===== config.mk =====
export PLATFORM = sky130hd
export DESIGN_NAME = psm_core
export DESIGN_NICKNAME = d
export VERILOG_FILES = /design/src/rtl/psm_tb_hash.v /design/src/rtl/psm_boot_map.v /design/src/rtl/psm_core.v
export VERILOG_INCLUDE_DIRS = /design/src /design/src/rtl
export SDC_FILE = /design/constraint.sdc
export NUM_CORES = 1
export LEC_CHECK = 0
export BUFFER_PORTS_ARGS = -buffer_cell sky130_fd_sc_hd__buf_2
export CORE_ASPECT_RATIO = 0.9
export CORE_MARGIN = 5
export CORE_UTILIZATION = 44
export DETAILED_ROUTE_END_ITERATION = 10
export GPL_TIMING_DRIVEN = 0
export PLACE_DENSITY = 0.79
export SLEW_MARGIN = 10
export SYNTH_ARGS = -nofsm -noshare
export SYNTH_HDL_FRONTEND = slang
export SYNTH_SLANG_ARGS = --single-unit

===== constraint.sdc =====
create_clock -name i_core_clk -period 2.2 [get_ports i_core_clk]
set_clock_uncertainty 0.15 [all_clocks]
set_input_delay 0 -clock i_core_clk [delete_from_list [all_inputs] [get_ports i_core_clk]]
set_output_delay 0 -clock i_core_clk [all_outputs]
set_load 0.02 [all_outputs]

===== src/rtl/psm_map.vh =====
// Field layout, reset values and memory constants of the status word block
`ifndef PSM_MAP_VH
`define PSM_MAP_VH
`define PSM_W 32
`define PSM_ROM 31
`define PSM_PRE 30
`define PSM_KRN 29
`define PSM_PRV 28
`define PSM_PAR 27
`define PSM_PID_HI 26
`define PSM_PID_LO 19
`define PSM_RA_HI 18
`define PSM_RA_LO 17
`define PSM_RB_HI 16
`define PSM_RB_LO 15
`define PSM_IMP 14
`define PSM_DMP 13
`define PSM_EXT 12
`define PSM_ILL 11
`define PSM_ITF 10
`define PSM_DTF 9
`define PSM_WPV 8
`define PSM_COP 7
`define PSM_USR 6
`define PSM_LIT_HI 5
`define PSM_LIT_LO 0
`define PSM_RST_VALUE 32'he800_6000
`define PSM_WR_MASK 32'hffff_e000
`define PSM_BOOT_LIMIT 32'h0002_0000
`define PSM_PID_SCALE 2
`endif


===== src/rtl/psm_tb_hash.v =====
// Translation buffer index hash from low page number and process id
`include "psm_map.vh"
module psm_tb_hash (
  input wire i_core_clk, // System clock
  input wire i_sys_rst, // Synchronous reset
  input wire [7:0] i_low_page, // Low page number field
  input wire [7:0] i_pid, // Current process id
  output reg [7:0] o_index // Hashed index, modulo 256
);
  wire [7:0] pid_x4;
  wire [7:0] next_index;
  assign pid_x4 = {i_pid[7-`PSM_PID_SCALE:0], {`PSM_PID_SCALE{1'b0}}};
  assign next_index = i_low_page + pid_x4;

  always @(posedge i_core_clk) begin
    if (i_sys_rst) begin
      o_index <= 8'h00;
    end else begin
      o_index <= next_index;
    end
  end
endmodule // psm_tb_hash


===== src/rtl/psm_boot_map.v =====
// Routes memory references between main memory and the boot store
`include "psm_map.vh"
module psm_boot_map (
  input wire i_core_clk, // System clock
  input wire i_sys_rst, // Synchronous reset
  input wire i_rom_map, // Boot mapping bit
  input wire i_req, // Reference request, one cycle
  input wire i_we, // Reference is a write
  input wire [31:0] i_addr, // Real byte address
  output reg o_rom_rd, // Read served from boot store
  output reg o_ram_rd, // Read served from main memory
  output reg o_ram_wr, // Write to main memory
  output reg [31:0] o_addr // Address forwarded
);
  wire low_region;
  assign low_region = (i_addr < `PSM_BOOT_LIMIT);

  always @(posedge i_core_clk) begin
    if (i_sys_rst) begin
      o_rom_rd <= 1'b0;
      o_ram_rd <= 1'b0;
      o_ram_wr <= 1'b0;
      o_addr <= 32'h0000_0000;
    end else begin
      o_rom_rd <= i_req & ~i_we & i_rom_map & low_region;
      o_ram_rd <= i_req & ~i_we & ~(i_rom_map & low_region);
      o_ram_wr <= i_req & i_we;
      o_addr <= i_addr;
    end
  end
endmodule // psm_boot_map


===== src/rtl/psm_core.v =====
// Status word, privilege mode control, register bank and memory routing
`include "psm_map.vh"
module psm_core (
  input wire i_core_clk, // System clock, 20 MHz
  input wire i_sys_rst, // Synchronous reset, active high
  input wire i_psw_wr, // Status word write instruction
  input wire [31:0] i_psw_wdata, // Status word write data
  input wire i_psw_rd, // Status word read instruction
  input wire i_priv_op, // Other privileged instruction issued
  input wire i_bad_op, // Abort or undefined instruction issued
  input wire i_mark_ro, // Request to mark a page read-only
  input wire i_usr_trap, // User trap instruction issued
  input wire [5:0] i_usr_lit, // Literal of user trap instruction
  input wire i_ext_irq, // Memory controller interrupt
  input wire i_cop_irq, // Coprocessor trap or timer interrupt
  input wire i_itf, // Instruction translation fault
  input wire i_dtf, // Data translation fault
  input wire i_wpv, // Store to read-only page
  input wire [5:0] i_reg_a, // Instruction ra/rc register field
  input wire [5:0] i_reg_b, // Instruction rb register field
  input wire [7:0] i_low_page, // Low page field of virtual address
  input wire i_mem_req, // Memory reference request
  input wire i_mem_we, // Memory reference is a write
  input wire [31:0] i_mem_addr, // Real byte address of reference
  output reg [31:0] o_psw_rdata, // Status word read data
  output reg o_psw_rvalid, // Read data valid, one cycle
  output reg o_kernel, // Kernel mode
  output reg o_priv_ok, // Privileged instructions permitted
  output reg o_trap, // Trap taken, one cycle
  output reg o_parity_en, // Parity checking active
  output reg o_ro_mark_wr, // Read-only mark accepted, one cycle
  output reg [7:0] o_reg_addr_a, // Register file address, port a
  output reg [7:0] o_reg_addr_b, // Register file address, port b
  output reg o_imap_off, // Instruction translation bypassed
  output reg o_dmap_off, // Data translation bypassed
  output reg [7:0] o_tb_pid, // Process tag for translation entries
  output wire [7:0] o_tb_index, // Translation buffer index
  output wire o_rom_rd, // Read from boot store
  output wire o_ram_rd, // Read from main memory
  output wire o_ram_wr, // Write to main memory
  output wire [31:0] o_mem_addr // Forwarded memory address
);
  // Status word fields
  reg rom;
  reg pre;
  reg krn;
  reg prv;
  reg par;
  reg [7:0] pid;
  reg [1:0] ra;
  reg [1:0] rb;
  reg imp;
  reg dmp;
  reg [6:0] cause;
  reg [5:0] literal;

  wire [31:0] program_status_word;
  wire allowed;
  wire illegal;
  wire [6:0] live_cause;
  wire trap_now;
  wire wr_ok;
  wire rd_ok;
  wire [31:0] rst_word;

  reg next_rom;
  reg next_pre;
  reg next_prv;
  reg next_par;
  reg [7:0] next_pid;
  reg [1:0] next_ra;
  reg [1:0] next_rb;
  reg next_imp;
  reg next_dmp;

  // Assemble the 32-bit word
  assign program_status_word = {rom, pre, krn, prv, par, pid, ra, rb, imp, dmp,
                cause, literal};

  // Privilege is granted in kernel mode or with the enable bit
  assign allowed = krn | prv;

  // Privileged accesses without permission raise the illegal cause
  assign illegal = ~krn & (((i_priv_op | i_psw_wr | i_psw_rd | i_mark_ro) & ~prv)
                   | i_bad_op);

  // Interrupts are masked away while in kernel mode
  assign live_cause = {i_ext_irq & ~krn,
                       illegal,
                       i_itf,
                       i_dtf,
                       i_wpv,
                       i_cop_irq & ~krn,
                       i_usr_trap};

  // Traps are taken only from user mode
  assign trap_now = ~krn & (|live_cause);

  assign wr_ok = i_psw_wr & allowed;
  assign rd_ok = i_psw_rd & allowed;
  assign rst_word = `PSM_RST_VALUE;

  // Writable fields, then trap overrides
  always @* begin
    next_rom = rom;
    next_pre = pre;
    next_prv = prv;
    next_par = par;
    next_pid = pid;
    next_ra = ra;
    next_rb = rb;
    next_imp = imp;
    next_dmp = dmp;
    if (wr_ok) begin
      next_rom = i_psw_wdata[`PSM_ROM];
      next_pre = i_psw_wdata[`PSM_PRE];
      next_prv = i_psw_wdata[`PSM_PRV];
      next_par = i_psw_wdata[`PSM_PAR];
      next_pid = i_psw_wdata[`PSM_PID_HI:`PSM_PID_LO];
      next_ra = i_psw_wdata[`PSM_RA_HI:`PSM_RA_LO];
      next_rb = i_psw_wdata[`PSM_RB_HI:`PSM_RB_LO];
      next_imp = i_psw_wdata[`PSM_IMP];
      next_dmp = i_psw_wdata[`PSM_DMP];
    end
    if (trap_now) begin
      next_pre = 1'b1;
      next_imp = 1'b1;
      next_dmp = 1'b1;
    end
  end

  // Status word register, one process per field
  always @(posedge i_core_clk) begin
    if (i_sys_rst) begin
      rom <= rst_word[`PSM_ROM];
    end else begin
      rom <= next_rom;
    end
  end

  always @(posedge i_core_clk) begin
    if (i_sys_rst) begin
      pre <= rst_word[`PSM_PRE];
    end else begin
      pre <= next_pre;
    end
  end

  // Kernel bit shadows the pre-kernel bit, writes never reach it
  always @(posedge i_core_clk) begin
    if (i_sys_rst) begin
      krn <= rst_word[`PSM_KRN];
    end else begin
      krn <= trap_now ? 1'b1 : pre;
    end
  end

  always @(posedge i_core_clk) begin
    if (i_sys_rst) begin
      prv <= rst_word[`PSM_PRV];
    end else begin
      prv <= next_prv;
    end
  end

  always @(posedge i_core_clk) begin
    if (i_sys_rst) begin
      par <= rst_word[`PSM_PAR];
    end else begin
      par <= next_par;
    end
  end

  always @(posedge i_core_clk) begin
    if (i_sys_rst) begin
      pid <= rst_word[`PSM_PID_HI:`PSM_PID_LO];
    end else begin
      pid <= next_pid;
    end
  end

  always @(posedge i_core_clk) begin
    if (i_sys_rst) begin
      ra <= rst_word[`PSM_RA_HI:`PSM_RA_LO];
    end else begin
      ra <= next_ra;
    end
  end

  always @(posedge i_core_clk) begin
    if (i_sys_rst) begin
      rb <= rst_word[`PSM_RB_HI:`PSM_RB_LO];
    end else begin
      rb <= next_rb;
    end
  end

  always @(posedge i_core_clk) begin
    if (i_sys_rst) begin
      imp <= rst_word[`PSM_IMP];
    end else begin
      imp <= next_imp;
    end
  end

  always @(posedge i_core_clk) begin
    if (i_sys_rst) begin
      dmp <= rst_word[`PSM_DMP];
    end else begin
      dmp <= next_dmp;
    end
  end

  // Cause and literal follow the pipeline only in user mode
  always @(posedge i_core_clk) begin
    if (i_sys_rst) begin
      cause <= rst_word[`PSM_EXT:`PSM_USR];
    end else if (~krn) begin
      cause <= live_cause;
    end
  end

  always @(posedge i_core_clk) begin
    if (i_sys_rst) begin
      literal <= rst_word[`PSM_LIT_HI:`PSM_LIT_LO];
    end else if (~krn) begin
      literal <= i_usr_lit;
    end
  end

  // Registered outputs
  always @(posedge i_core_clk) begin
    if (i_sys_rst) begin
      o_psw_rdata <= 32'h0000_0000;
    end else begin
      o_psw_rdata <= rd_ok ? program_status_word : 32'h0000_0000;
    end
  end

  always @(posedge i_core_clk) begin
    if (i_sys_rst) begin
      o_psw_rvalid <= 1'b0;
    end else begin
      o_psw_rvalid <= rd_ok;
    end
  end

  always @(posedge i_core_clk) begin
    if (i_sys_rst) begin
      o_kernel <= rst_word[`PSM_KRN];
    end else begin
      o_kernel <= trap_now ? 1'b1 : pre;
    end
  end

  always @(posedge i_core_clk) begin
    if (i_sys_rst) begin
      o_priv_ok <= rst_word[`PSM_KRN] | rst_word[`PSM_PRV];
    end else begin
      o_priv_ok <= (trap_now ? 1'b1 : pre) | next_prv;
    end
  end

  always @(posedge i_core_clk) begin
    if (i_sys_rst) begin
      o_trap <= 1'b0;
    end else begin
      o_trap <= trap_now;
    end
  end

  always @(posedge i_core_clk) begin
    if (i_sys_rst) begin
      o_parity_en <= ~rst_word[`PSM_PAR];
    end else begin
      o_parity_en <= ~next_par;
    end
  end

  always @(posedge i_core_clk) begin
    if (i_sys_rst) begin
      o_ro_mark_wr <= 1'b0;
    end else begin
      o_ro_mark_wr <= i_mark_ro & allowed;
    end
  end

  // Bank selects the upper address bits of 64-entry windows
  always @(posedge i_core_clk) begin
    if (i_sys_rst) begin
      o_reg_addr_a <= 8'h00;
    end else begin
      o_reg_addr_a <= {next_ra, i_reg_a};
    end
  end

  always @(posedge i_core_clk) begin
    if (i_sys_rst) begin
      o_reg_addr_b <= 8'h00;
    end else begin
      o_reg_addr_b <= {next_rb, i_reg_b};
    end
  end

  always @(posedge i_core_clk) begin
    if (i_sys_rst) begin
      o_imap_off <= rst_word[`PSM_IMP];
    end else begin
      o_imap_off <= next_imp;
    end
  end

  always @(posedge i_core_clk) begin
    if (i_sys_rst) begin
      o_dmap_off <= rst_word[`PSM_DMP];
    end else begin
      o_dmap_off <= next_dmp;
    end
  end

  always @(posedge i_core_clk) begin
    if (i_sys_rst) begin
      o_tb_pid <= rst_word[`PSM_PID_HI:`PSM_PID_LO];
    end else begin
      o_tb_pid <= next_pid;
    end
  end

  psm_tb_hash u_hash (
    .i_core_clk(i_core_clk),
    .i_sys_rst(i_sys_rst),
    .i_low_page(i_low_page),
    .i_pid(pid),
    .o_index(o_tb_index)
  );

  // Requester keeps boot-store references non-overlapped
  psm_boot_map u_boot (
    .i_core_clk(i_core_clk),
    .i_sys_rst(i_sys_rst),
    .i_rom_map(rom),
    .i_req(i_mem_req),
    .i_we(i_mem_we),
    .i_addr(i_mem_addr),
    .o_rom_rd(o_rom_rd),
    .o_ram_rd(o_ram_rd),
    .o_ram_wr(o_ram_wr),
    .o_addr(o_mem_addr)
  );
endmodule // psm_core


Word-level counts from Yosys, hierarchy flattened

Cells that the tools add are included.

Add/subtract/negate cells: 1
Magnitude comparators: 1
Muxes and demuxes: 5
Bitwise operators: 26
Reduce and logical (&&, ||, !) cells: 3

Operators by type and width:

| kind                   | count |
|---|---|
| $lt A32 B18 Y1 const B | 1 |
| $and A1 B1 Y1          | 14 |
| $add A8 B8 Y8          | 1 |
| $reduce_or A7 Y1       | 1 |
| $not A1 Y1             | 6 |
| $or A1 B1 Y1           | 6 |
| $mux W2                | 2 |
| $reduce_or A2 Y1       | 2 |
| $mux W1                | 3 |

Register bits: 128
Bits of input ports: 105
Output and inout bits: 107
Word-level logic and storage cells: 61

Depth between registers and ports, before layout

Gate-level depths: netlist (run 1).

Depth after elaboration: 10
Mapped depth: 7
Gate-level depth less buffers: 7

By module

A second synthesis (run 1) with hierarchy kept.

Cell total of the unflattened synthesis: 349
Area, all modules: 3916.3 µm²

By module, submodules not included:

| module       | times used | cells an instance | area each (µm²) | seq. area each (µm²) |
|---|---|---|---|---|
| psm_core     | 1          | 236               | 2522.4          | 1621.6 |
| psm_boot_map | 1          | 78                | 1014.7          | 700.7 |
| psm_tb_hash  | 1          | 35                | 379.1           | 160.2 |

Worst setup path before layout (run 1)

No wires, ideal clock.

Kind: reg-to-reg
Start point: register, netlist name o_tb_pid[0]
End point: register u_hash.o_index[6]
Library setup time: 0.132 ns
Arrival time: 1.485 ns
Data required time: 1.918 ns
Path slack: 0.434 ns
Stages on the path, launching flop included: 8
Buffers on the path: 0
Clock period less this slack: 1.766 ns
Path through: dfxtp_1 ha_1 inv_1 fa_1 nor2b_1 o21a_1 o21a_1 nor3_1

RTL lines:

| item                 | line             | source |
|---|---|---|
| to (signal assigned) | psm_tb_hash.v:19 | `o_index <= next_index;` |
| to (decl)            | psm_tb_hash.v:8  | `output reg [7:0] o_index` |

==> results of run 1 <==
-- state kept, by name (all words and copies together), names as in the netlist, 2 cells and up --
signal          cells
rb                  2
u_hash.o_index      8
o_reg_addr_b        6
o_psw_rdata        32
cause               7
o_reg_addr_a        6
literal             6
u_boot.o_addr      32
ra                  2
o_tb_pid            8
-- power by group through the flow --
stage / clock network, mW / logic (mW) / registers (mW)
6_report: 2.97 / 0.721 / 2.40
5_1_grt: 3.10 / 0.777 / 2.42
4_1_cts: 3.01 / 0.710 / 2.40
3_5_place_dp: 0 / 0.549 / 2.45
3_3_place_gp: 0 / 0.538 / 2.44
2_1_floorplan: 0 / 0.182 / 2.57
-- final timing paths --
check                        start                            to  cells past startpoint
min reg2reg  cause[4]$_SDFFE_PP0N_    o_psw_rdata[10]$_SDFF_PP0_                      1
max            o_kernel$_SDFF_PP1_       o_dmap_off$_SDFFE_PP1P_                      6
max reg2reg    o_kernel$_SDFF_PP1_       o_dmap_off$_SDFFE_PP1P_                      6
min                 i_mem_addr[13]  u_boot.o_addr[13]$_SDFF_PP0_                      3
-- metrics by stage --
step	std cells	instance area (um2)	power [mW]
floorplan	358	3890	2.75
global placement	674	5030	2.98
detailed placement	674	5030	3.00
CTS	814	6750	6.12
global route	814	6760	6.30
finish	814	6760	6.10
-- cell usage in the layout, fill, tap and decap left out, types with 3 or more instances in the layout --
| cell | n |
|---|---|
| mux2i_1 | 12 |
| buf_2 | 202 |
| and3_1 | 5 |
| nand2_1 | 36 |
| and2_1 | 30 |
| clkbuf_2 | 3 |
| nand3_1 | 4 |
| nor2_1 | 16 |
| dfxtp_1 | 123 |
| clkbuf_1 | 7 |
| nor3_1 | 4 |
| dlygate4sd3_1 | 109 |
| a21oi_1 | 14 |
| nor2b_1 | 50 |
| clkinv_4 | 3 |
| clkbuf_16 | 16 |
| ha_1 | 5 |
| nor4_1 | 4 |
| bufinv_16 | 5 |
| o211ai_1 | 3 |
| clkinvlp_4 | 3 |
| inv_1 | 7 |
-- final cells by class --
class | count | area [um2]
plain buffers | 17 | 88.8
flip-flops and latches | 124 | 2480
repair buffers | 306 | 2080
multi-input cells | 210 | 1300
clock inverters | 13 | 216
clock buffers | 18 | 418
well taps | 119 | 149
inverters | 7 | 26.3
fillers | 538 | 1850
-- synthesized netlist by cell type, drive strengths merged (2+ instances only) --
cell type / number / area (um2)
nor3: 5 / 25.0
nor4b: 2 / 17.5
buf: 8 / 51.3
clkbuf: 9 / 37.5
dfxtp: 124 / 2480
nand3: 4 / 20.0
a211oi: 2 / 15.0
inv: 7 / 26.3
ha: 5 / 62.6
mux2i: 12 / 120
nor2: 17 / 66.3
nand2: 36 / 135
nor3b: 2 / 20.0
and3: 5 / 31.3
o21a: 2 / 15.0
and2: 30 / 188
nand4: 2 / 12.5
o21ai: 3 / 18.8
o211ai: 3 / 22.5
nor4: 5 / 37.5
a21oi: 15 / 78.8
nor2b: 50 / 313
-- metal layers --
metal  share of wire [%]  vias to the layer above  GRT usage, %
met5                   0                        -             0
met4                 2.3                        0          10.8
met3                 8.0                       26          7.40
met2                  53                      154          44.7
met1                  37                     1781          24.6
li1                    -                     1813             -
-- worst max-delay path, delay by kind of cell (launching register included) --
kind / cells / cell delay [ns]
flops: 1 / 0.32
buf+inv: 3 / 1.04
compound gates: 1 / 0.40
simple gates: 2 / 0.16
-- kinds of logic after synthesis --
logic type,count (synthesis)
xor+xnor,2
simple gates,162
buf+inv,24
mux,12
flops,124
compound gates,28
fa+ha+maj,6
-- repair_timing --
item / 4_1_cts / 5_1_grt
hold buffers: 109 / 0
hold endpoints to repair: 124 / 0
resized for setup: 0 / 2
endpoints found under the setup margin: 0 / 1
==> summary.md, run 1 <==
| Metric | Value |
|---|---|
| Drt total wl | `roughly 13 mm` |
| ANT cells | `0` |
| Synth Warn # | `0` |
| Rel. slew slack | `about 64%` |
| Vias/cell | `around 4.6` |
| Critical path capture point type | `flip-flop` |
| Fmax | `471 MHz` |
| Crit path largest cell delay | `about 0.55 ns` |
| Post-CTS Setup Repair Bufs | `0` |
| Largest family of logic cells by synthesized area | `simple AND/OR/NAND/NOR gates` |
| Post-layout min period | `about 2.1 ns` |
| RSZ-0062 raised after global routing | `no` |
| Detail Placement HPWL | `8.18 mm` |
| Syn Nets | `469` |
| DR pass1 iterations | `4` |
| Post-synthesis cell count | `approximately 360` |
| Worst Hold Slack | `0.0846 ns` |
| Vias | `between 3,000 and 4,000` |
| Library cells used by synthesis | `40` |
| Final Max Tran Viols | `0` |
| Routed wire length per instance | `about 16 um` |
| Final setup margin | `0.0749 ns` |
| CTS max path bufs | `2` |
| CP Launch Type | `flip-flop` |
| Crit path max fanout | `10` |
| CTS buffer count | `17` |
| Clock network power share | `about half` |
| Sw Ratio | `about a quarter` |
| Clk sinks | `124` |
| Util after Layout | `78.5%` |
| Port Buf Inserts | `197` |
| Final setup vio count | `0` |
| Initial antenna violation count | `0` |
| Simple-Gate Fraction of Synth Area | `23.1%` |
| Max-cap violations | `0` |
| Maximum VDD drop | `0.831 mV` |
| Antenna Nets Post-Route | `0` |
| Clock Latency Late Sink | `0.50 ns` |
| Place WS | `0.395 ns` |
| Crit Path Class | `flip-flop to flip-flop` |
| Post-synthesis compound-gate area fraction | `4.50%` |
| Status | `finished, final reports clean` |
| Htree depth | `4` |
| Register area share after synthesis | `roughly 64%` |
| Crit path DAT | `2.42 ns` |
| Comb pwr share | `11.8%` |
| Worst-margin pin slew | `approximately 0.54 ns` |
| Fraction of registers with async set/reset | `0%` |
| Mapped cell area | `0.00389 mm2` |
| R2R Setup Slk | `0.07 ns` |
| Mux cell area share after synthesis | `3.09%` |
| Sequential Power Share | `between 30 and 40%` |
| Flops & latches, synth | `124` |
| Power Density | `around 900 mW/mm2` |
| Vias in the first global route | `4,033` |
| Final period utilization | `96.6%` |
| TNS Setup | `0 ns` |
| Iter 0 DRT Violations | `between 100 and 150` |
| Largest net degree at the start of global routing | `17` |
| Hold WC Path Type | `primary input to flip-flop` |
| Pleak | `3.31 nW` |
| EDFF count, synth | `0` |
| Critical-path cell list | `buf_4, o21ai_2, buf_2, nand2_1, nand3_1, dlygate4sd3_1` |
| Switch Pwr | `1.43 mW` |
| Die W | `between 100 and 150 um` |
| Post-synthesis adder-cell area fraction | `2.12%` |
| Root Driver | `clkbuf_8` |
| Worst-path clk slew | `0.06 ns` |
| Post-Synth XOR/XNOR Area | `0.450%` |
| Final Hold Viols | `0` |
| Share of cells above drive strength 1 | `35.4%` |
| Die ar. | `0.0108 mm2` |
| Avg Cell Area, Syn | `around 11 um2` |
| Rows | `32` |
| Post-layout nets | `794` |
| Critical path's slowest cell | `dlygate4sd3_1` |
| Chip Height | `between 90 and 100 um` |
| I/O pin total | `212` |
| Area grow syn2layout | `73.7%` |
| CTS tree | `yes` |
| Gr ovfl total | `0` |
| First-pass GRT wire length | `19.9 mm` |
| Total GRT Usage | `around 24%` |
| Worst Path Required | `2.49 ns` |
| Starting Density | `a little under half` |
| DRC violations left | `0` |
| Placeable core region | `0.00861 mm2` |
| Most used DFF post-synth | `dfxtp_1` |
| Internal power | `between 4 and 5 mW` |
| GPL Wtd Cong | `0.777` |
(Power assumes the default switching activity.)
==> run 2, diff against run 1 <==
- SYNTH_HIERARCHICAL: not set -> 1
==> summary.md, run 2 <==
| Metric | Value |
|---|---|
| TNS Setup | `0 ns` |
| Pwr Total | `6.30 mW` |
| Post-layout nets | `808` |
| Final setup vio count | `0` |
| Root Driver | `clkbuf_8` |
| Vias/cell | `roughly 4.7` |
| Post-layout min period | `2.12 ns` |
| Initial antenna violation count | `0` |
| Synth top area share | `63.4%` |
| Critical path capture point type | `flip-flop` |
| Worst r2r src | `o_kernel$_SDFF_PP1_` |
| Crit path largest cell delay | `about 0.58 ns` |
| Clk sinks | `~120` |
| Critical-path cell list | `clkbuf_4, o21a_1, buf_2, buf_4, nand2_1, nand4_1, dlygate4sd3_1` |
| Worst hold endpoint | `o_reg_addr_b[3]$_SDFF_PP0_` |
| Commonest cells after routing, fill and taps aside | `buf_2 (202), dlygate4sd3_1 (132), dfxtp_1 (124)` |
| Crit Path Class | `flip-flop to flip-flop` |
| Die ar. | `about 0.011 mm2` |
| Hold WC Path Type | `primary input to flip-flop` |
| Area grow syn2layout | `79.9%` |
| Routed wire length per instance | `between 15 and 20 um` |
| WP buf/inv | `4` |
| Worst Hold Slack | `0.110 ns` |
| CTS max path bufs | `2` |
| Starting Density | `45.3%` |
| Total GRT Usage | `26.8%` |
| # fillers | `495` |
| DR pass1 iterations | `6` |
| Max-cap violations | `0` |
| Vias | `3,909` |
| Drt total wl | `14.7 mm` |
| R2R Setup Slk | `0.08 ns` |
| Vias in the first global route | `4,234` |
| Critical path's slowest cell | `dlygate4sd3_1` |
| Top Registers | `o_psw_rdata x32, u_boot/o_addr x32` |
| Post-synthesis cell count | `349` |
| RSZ-0062 raised after global routing | `no` |
| Final period utilization | `96.2%` |
| EDFF count, synth | `0` |
| Gr ovfl total | `0` |
| Chip Height | `99.5 um` |
| Syn Nets | `460` |
| ANT cells | `0` |
| Antenna Nets Post-Route | `0` |
| Internal power | `a little under 5 mW` |
| Share of cells above drive strength 1 | `34.9%` |
| Worst Path Required | `about 2.4 ns` |
| Most used DFF post-synth | `dfxtp_1` |
| Rel. slew slack | `between 60% and 70%` |
| Worst-margin pin slew | `0.552 ns` |
| I/O pin total | `approximately 210` |
| Clock network power share | `49.3%` |
| Mapped cell area | `0.00392 mm2` |
| Final Hold Viols | `0` |
| Fraction of registers with async set/reset | `0%` |
| Detail Placement HPWL | `7.92 mm` |
| Die W | `between 100 and 150 um` |
| Area leader, netlist | `dfxtp_1` |
| Clock Latency Late Sink | `0.49 ns` |
| Crit path max fanout | `10` |
| Sequential Power Share | `38.3%` |
| Crit path DAT | `2.34 ns` |
| Power Density | `around 890 mW/mm2` |
| Final cell count without fillers | `829` |
| Fmax | `473 MHz` |
| Maximum VDD drop | `approximately 0.6 mV` |
| R2R cell count | `7` |
| Min-Delay Path Depth | `3` |
| Most common cell in the netlist | `dfxtp_1` |
| GPL Wtd Cong | `around 0.74` |
| Final Max Tran Viols | `0` |
| Rows | `32` |
| Flops & latches, synth | `between 100 and 150` |
| Iter 0 DRT Violations | `134` |
| Placed insts | `665` |
| Pleak | `3.46 nW` |
| First-pass GRT wire length | `22.1 mm` |
| Reg-to-reg endpoint | `o_dmap_off$_SDFFE_PP1P_` |
| Register area share after synthesis | `63.4%` |
| Most frequent cells after synthesis | `dfxtp_1 (124), nor2b_1 (48), nand2_1 (35)` |
| Most common cell after layout, fill and taps aside | `buf_2` |
| Status | `finished, final reports clean` |
| Kind of cell adding the most delay to the critical path | `buffers and inverters` |
| CP Launch Type | `flip-flop` |
| Avg Cell Area, Syn | `11.2 um2` |
| Min-delay src | `i_reg_b[3]` |
| CTS tree | `yes` |
| Area contributors post-synth | `dfxtp_1 (63%), nor2b_1 (7.7%), and2_1 (4.8%)` |
| Switch Pwr | `roughly 1.5 mW` |
| Sw Ratio | `23.3%` |
| Largest net degree at the start of global routing | `19` |
| Comb pwr share | `12.4%` |
| Placeable core region | `0.00865 mm2` |
| CTS buffer count | `17` |
| DRC violations left | `0` |
| Synth Warn # | `6` |
| Htree depth | `4` |
| Port Buf Inserts | `197` |
| Library cells used by synthesis | `36` |
| Worst-path clk slew | `0.06 ns` |
[run 2: changes by cell type in the layout (fill, tap and decap cells not counted), moves of 4 or more]
| cell | previous run | this run |
|---|---|---|
| and3_1 | 5 | 0 |
| dlygate4sd3_1 | 109 | 132 |
| nand4_1 | 2 | 6 |
| inv_1 | 7 | 1 |
[run 2: timing repair]
action / CTS / global route
resized for setup: 0 / 6
hold buffers: 132 / 0
endpoints found under the hold margin: 95 / 0
setup buffers: 0 / 0
endpoints found under the setup margin: 0 / 4
[run 2: cell type report]
cell class                 count  area (um2)  share of cell area (%)
sequential                   124        2480                    35.2
timing repair buffer         329        2310                    32.7
multi-input combinational    208        1370                    19.4
clock buffer                  19         422                    5.98
clock inverter                13         238                    3.37
tap                          119         149                    2.11
buffer                        16        78.8                    1.12
inverter                       1        3.75                  0.0533
[run 2: power by group through the flow]
stage	registers [mW]	clock network [mW]	logic, mW
finish	2.41	3.11	0.781
global route	2.42	3.24	0.836
CTS	2.40	3.12	0.748
detailed placement	2.45	0	0.556
global placement	2.45	0	0.543
floorplan	2.57	0	0.184
[run 2: through the flow]
step	util (%)	area (um2)	setup slack (ns)
3_5_place_dp	58.4	5050	0.354
3_3_place_gp	58.4	5050	0.398
4_1_cts	81.3	7030	0.0214
5_1_grt	81.5	7050	0.0205
2_1_floorplan	-	3920	0.420
6_report	81.5	7050	0.0846
[run 2: logic make-up after synthesis]
family,count (synthesis),share of synthesized area (%)
AOI/OAI and AO/OA,26,4.60
DFF,124,63.4
xor gates and xnor gates,4,0.895
muxes,13,3.32
buffers and inverters,17,1.95
adders and majority gates,6,2.11
and+or+nand+nor,159,23.7
[run 2: per-layer routing]
metal  share of wire (%)  vias to the layer above  global-route usage, %
li1                    -                     1838                      -
met5                   0                        -                      0
met2                  53                      167                   50.4
met1                  37                     1879                   27.9
met3                 7.6                       25                   7.33
met4                 2.1                        0                   9.78
[run 2: worst register-to-register path, delay by kind of cell, from the launching register on]
| kind | cells | cell delay, ns |
|---|---|---|
| and+or+nand+nor | 2 | 0.16 |
| DFF | 1 | 0.31 |
| buffers and inverters | 4 | 1.18 |
| AOI/OAI and AO/OA | 1 | 0.20 |
[run 2: worst max-delay path by stage]
stage | slack [ns] | cells past startpoint | startpoint | end
2_1_floorplan | 0.42 | 6 | o_tb_pid[0]$_SDFFE_PP0P_ | u_hash/o_index[6]$_SDFF_PP0_
3_3_place_gp | 0.40 | 5 | o_kernel$_SDFF_PP1_ | o_psw_rdata[26]$_SDFF_PP0_
3_5_place_dp | 0.35 | 5 | o_kernel$_SDFF_PP1_ | o_psw_rdata[26]$_SDFF_PP0_
4_1_cts | 0.02 | 6 | o_kernel$_SDFF_PP1_ | o_dmap_off$_SDFFE_PP1P_
5_1_grt | 0.02 | 6 | o_kernel$_SDFF_PP1_ | pre$_SDFFE_PP1P_
6_report | 0.08 | 7 | o_kernel$_SDFF_PP1_ | o_dmap_off$_SDFFE_PP1P_
==> run 3, diff against run 2 <==
- CORE_UTILIZATION: 44 -> 47
- PLACE_DENSITY: 0.79 -> 0.84
- SYNTH_HIERARCHICAL: 1 -> not set
- clock period: 2.2 -> 2.7 ns (I/O delays scaled with it)
==> summary.md, run 3 (synthesized netlist as in run 1, its figures left out) <==
| Metric | Value |
|---|---|
| Largest net degree at the start of global routing | `17` |
| Multi-input logic area | `0.00131 mm2` |
| Reg-to-reg endpoint | `o_tb_pid[7]$_SDFFE_PP0P_` |
| Pleak | `3.41 nW` |
| Routed wire length per instance | `18.0 um` |
| Iter 0 DRT Violations | `201` |
| Initial antenna violation count | `0` |
| # fillers | `413` |
| Fmax | `around 390 MHz` |
| Final Hold Viols | `0` |
| Vias/cell | `4.91` |
| Rel. slew slack | `62.8%` |
| Crit Path Class | `flip-flop to flip-flop` |
| First-pass GRT wire length | `22.8 mm` |
| Status | `finished, final reports clean` |
| Most common cell after layout, fill and taps aside | `buf_2` |
| Hold WC Path Type | `primary input to flip-flop` |
| Root Driver | `clkbuf_8` |
| Crit path DAT | `~2.9 ns` |
| Min-delay src | `i_mem_addr[13]` |
| Htree depth | `4` |
| Rows | `31` |
| TNS Setup | `0 ns` |
| Die ar. | `0.0102 mm2` |
| Top Registers | `o_psw_rdata x32, u_boot.o_addr x32` |
| RSZ-0062 raised after global routing | `no` |
| GPL Wtd Cong | `0.733` |
| Maximum VDD drop | `0.548 mV` |
| Drt total wl | `14.5 mm` |
| Final period utilization | `95.5%` |
| Final Max Tran Viols | `0` |
| Starting Density | `48.2%` |
| CP Launch Type | `flip-flop` |
| Total GRT Usage | `29.3%` |
| Critical path capture point type | `flip-flop` |
| Post-layout min period | `2.58 ns` |
| Crit path max fanout | `9` |
| DR pass1 iterations | `4` |
| Port Buf Inserts | `197` |
| Placed insts | `654` |
| Worst-path clk slew | `around 0.06 ns` |
| Share of cells above drive strength 1 | `between 30% and 40%` |
| Area grow syn2layout | `78.3%` |
| Die W | `106 um` |
| Min-Delay Path Depth | `3` |
| R2R cell count | `8` |
| Placeable core region | `just over 0.008 mm2` |
| Max-cap violations | `0` |
| Clk sinks | `approximately 120` |
| Post-layout nets | `approximately 810` |
| CTS max path bufs | `2` |
| Worst Path Required | `~3 ns` |
| Gr ovfl total | `0` |
| R2R Setup Slk | `0.12 ns` |
| Clock Latency Late Sink | `just over 0.5 ns` |
| Antenna Nets Post-Route | `0` |
| Worst r2r src | `o_kernel$_SDFF_PP1_` |
| I/O pin total | `212` |
| Final setup vio count | `0` |
| ANT cells | `0` |
| Commonest cells after routing, fill and taps aside | `buf_2 (202), dfxtp_1 (123), dlygate4sd3_1 (122)` |
| Chip Height | `96.3 um` |
| DRC violations left | `0` |
| CTS buffer count | `17` |
| Vias in the first global route | `4,448` |
| Reg area | `approximately 0.0025 mm2` |
| Final cell count without fillers | `808` |
| Power Density | `758 mW/mm2` |
| Detail Placement HPWL | `8.03 mm` |
| Vias | `3,968` |
| Worst hold endpoint | `u_boot.o_addr[13]$_SDFF_PP0_` |
| CTS tree | `yes` |
| Worst-margin pin slew | `0.559 ns` |
| Util after Layout | `86.0%` |
==> run 3: timing repair <==
action,4_1_cts,5_1_grt
gates resized for setup,0,2
hold buffers,122,0
hold endpoints to repair,124,0
endpoints found under the setup margin,0,1
setup buffers,0,0
==> run 3: worst max-delay path by stage <==
stage	from	endpoint	slack (ns)	cells past startpoint
finish	o_kernel$_SDFF_PP1_	o_tb_pid[7]$_SDFFE_PP0P_	0.12	8
global route	o_kernel$_SDFF_PP1_	o_tb_pid[0]$_SDFFE_PP0P_	0.02	8
CTS	o_tb_pid[4]$_SDFFE_PP0P_	u_hash.o_index[7]$_SDFF_PP0_	0.03	7
detailed placement	o_tb_pid[0]$_SDFFE_PP0P_	u_hash.o_index[6]$_SDFF_PP0_	0.92	7
global placement	o_tb_pid[0]$_SDFFE_PP0P_	u_hash.o_index[6]$_SDFF_PP0_	0.97	7
floorplan	o_tb_pid[0]$_SDFFE_PP0P_	u_hash.o_index[6]$_SDFF_PP0_	0.93	7
==> run 3: through the flow <==
step	setup WS (ns)	hold slack, ns	area, um2	total power, mW
3_3_place_gp	0.975	0.0449	5000	2.43
3_5_place_dp	0.918	0.0504	5000	2.44
2_1_floorplan	0.934	-0.0725	3890	2.24
6_report	0.120	0.0843	6940	5.26
4_1_cts	0.0310	0.0623	6930	5.23
5_1_grt	0.0248	0.0934	6940	5.43
==> run 3: worst max-delay path, stage by stage, from the launching register on <==
cell and delay (ns):
dfxtp_1 0.32, buf_4 0.19, nor2_2 0.08, nor2b_1 0.11, buf_2 0.25, nand2_1 0.11
dlygate4sd3_1 0.59, a21oi_1 0.12, dlygate4sd3_1 0.58
==> run 3: power breakdown <==
group	internal (mW)	switching [mW]	total, mW
clock network	1.84	0.838	2.68
registers	1.92	0.0418	1.96
logic	0.301	0.318	0.619
==> run 3: final cells by class <==
class / count / area share [%]
plain buffers: 17 / 1.28
flip-flops and latches: 124 / 35.8
repair buffers: 319 / 31.8
multi-input cells: 210 / 18.8
inverters: 7 / 0.379
clock buffers: 19 / 6.36
well taps: 99 / 1.79
clock inverters: 13 / 3.77
==> run 3: metal layers <==
metal | wire (um) | GRT usage, % | vias up
li1 | - | - | 1845
met1 | 5350 | 30.2 | 1907
met2 | 7810 | 55.9 | 185
met3 | 1060 | 8.92 | 31
met4 | 303 | 11.7 | 0
met5 | 0 | 0 | -
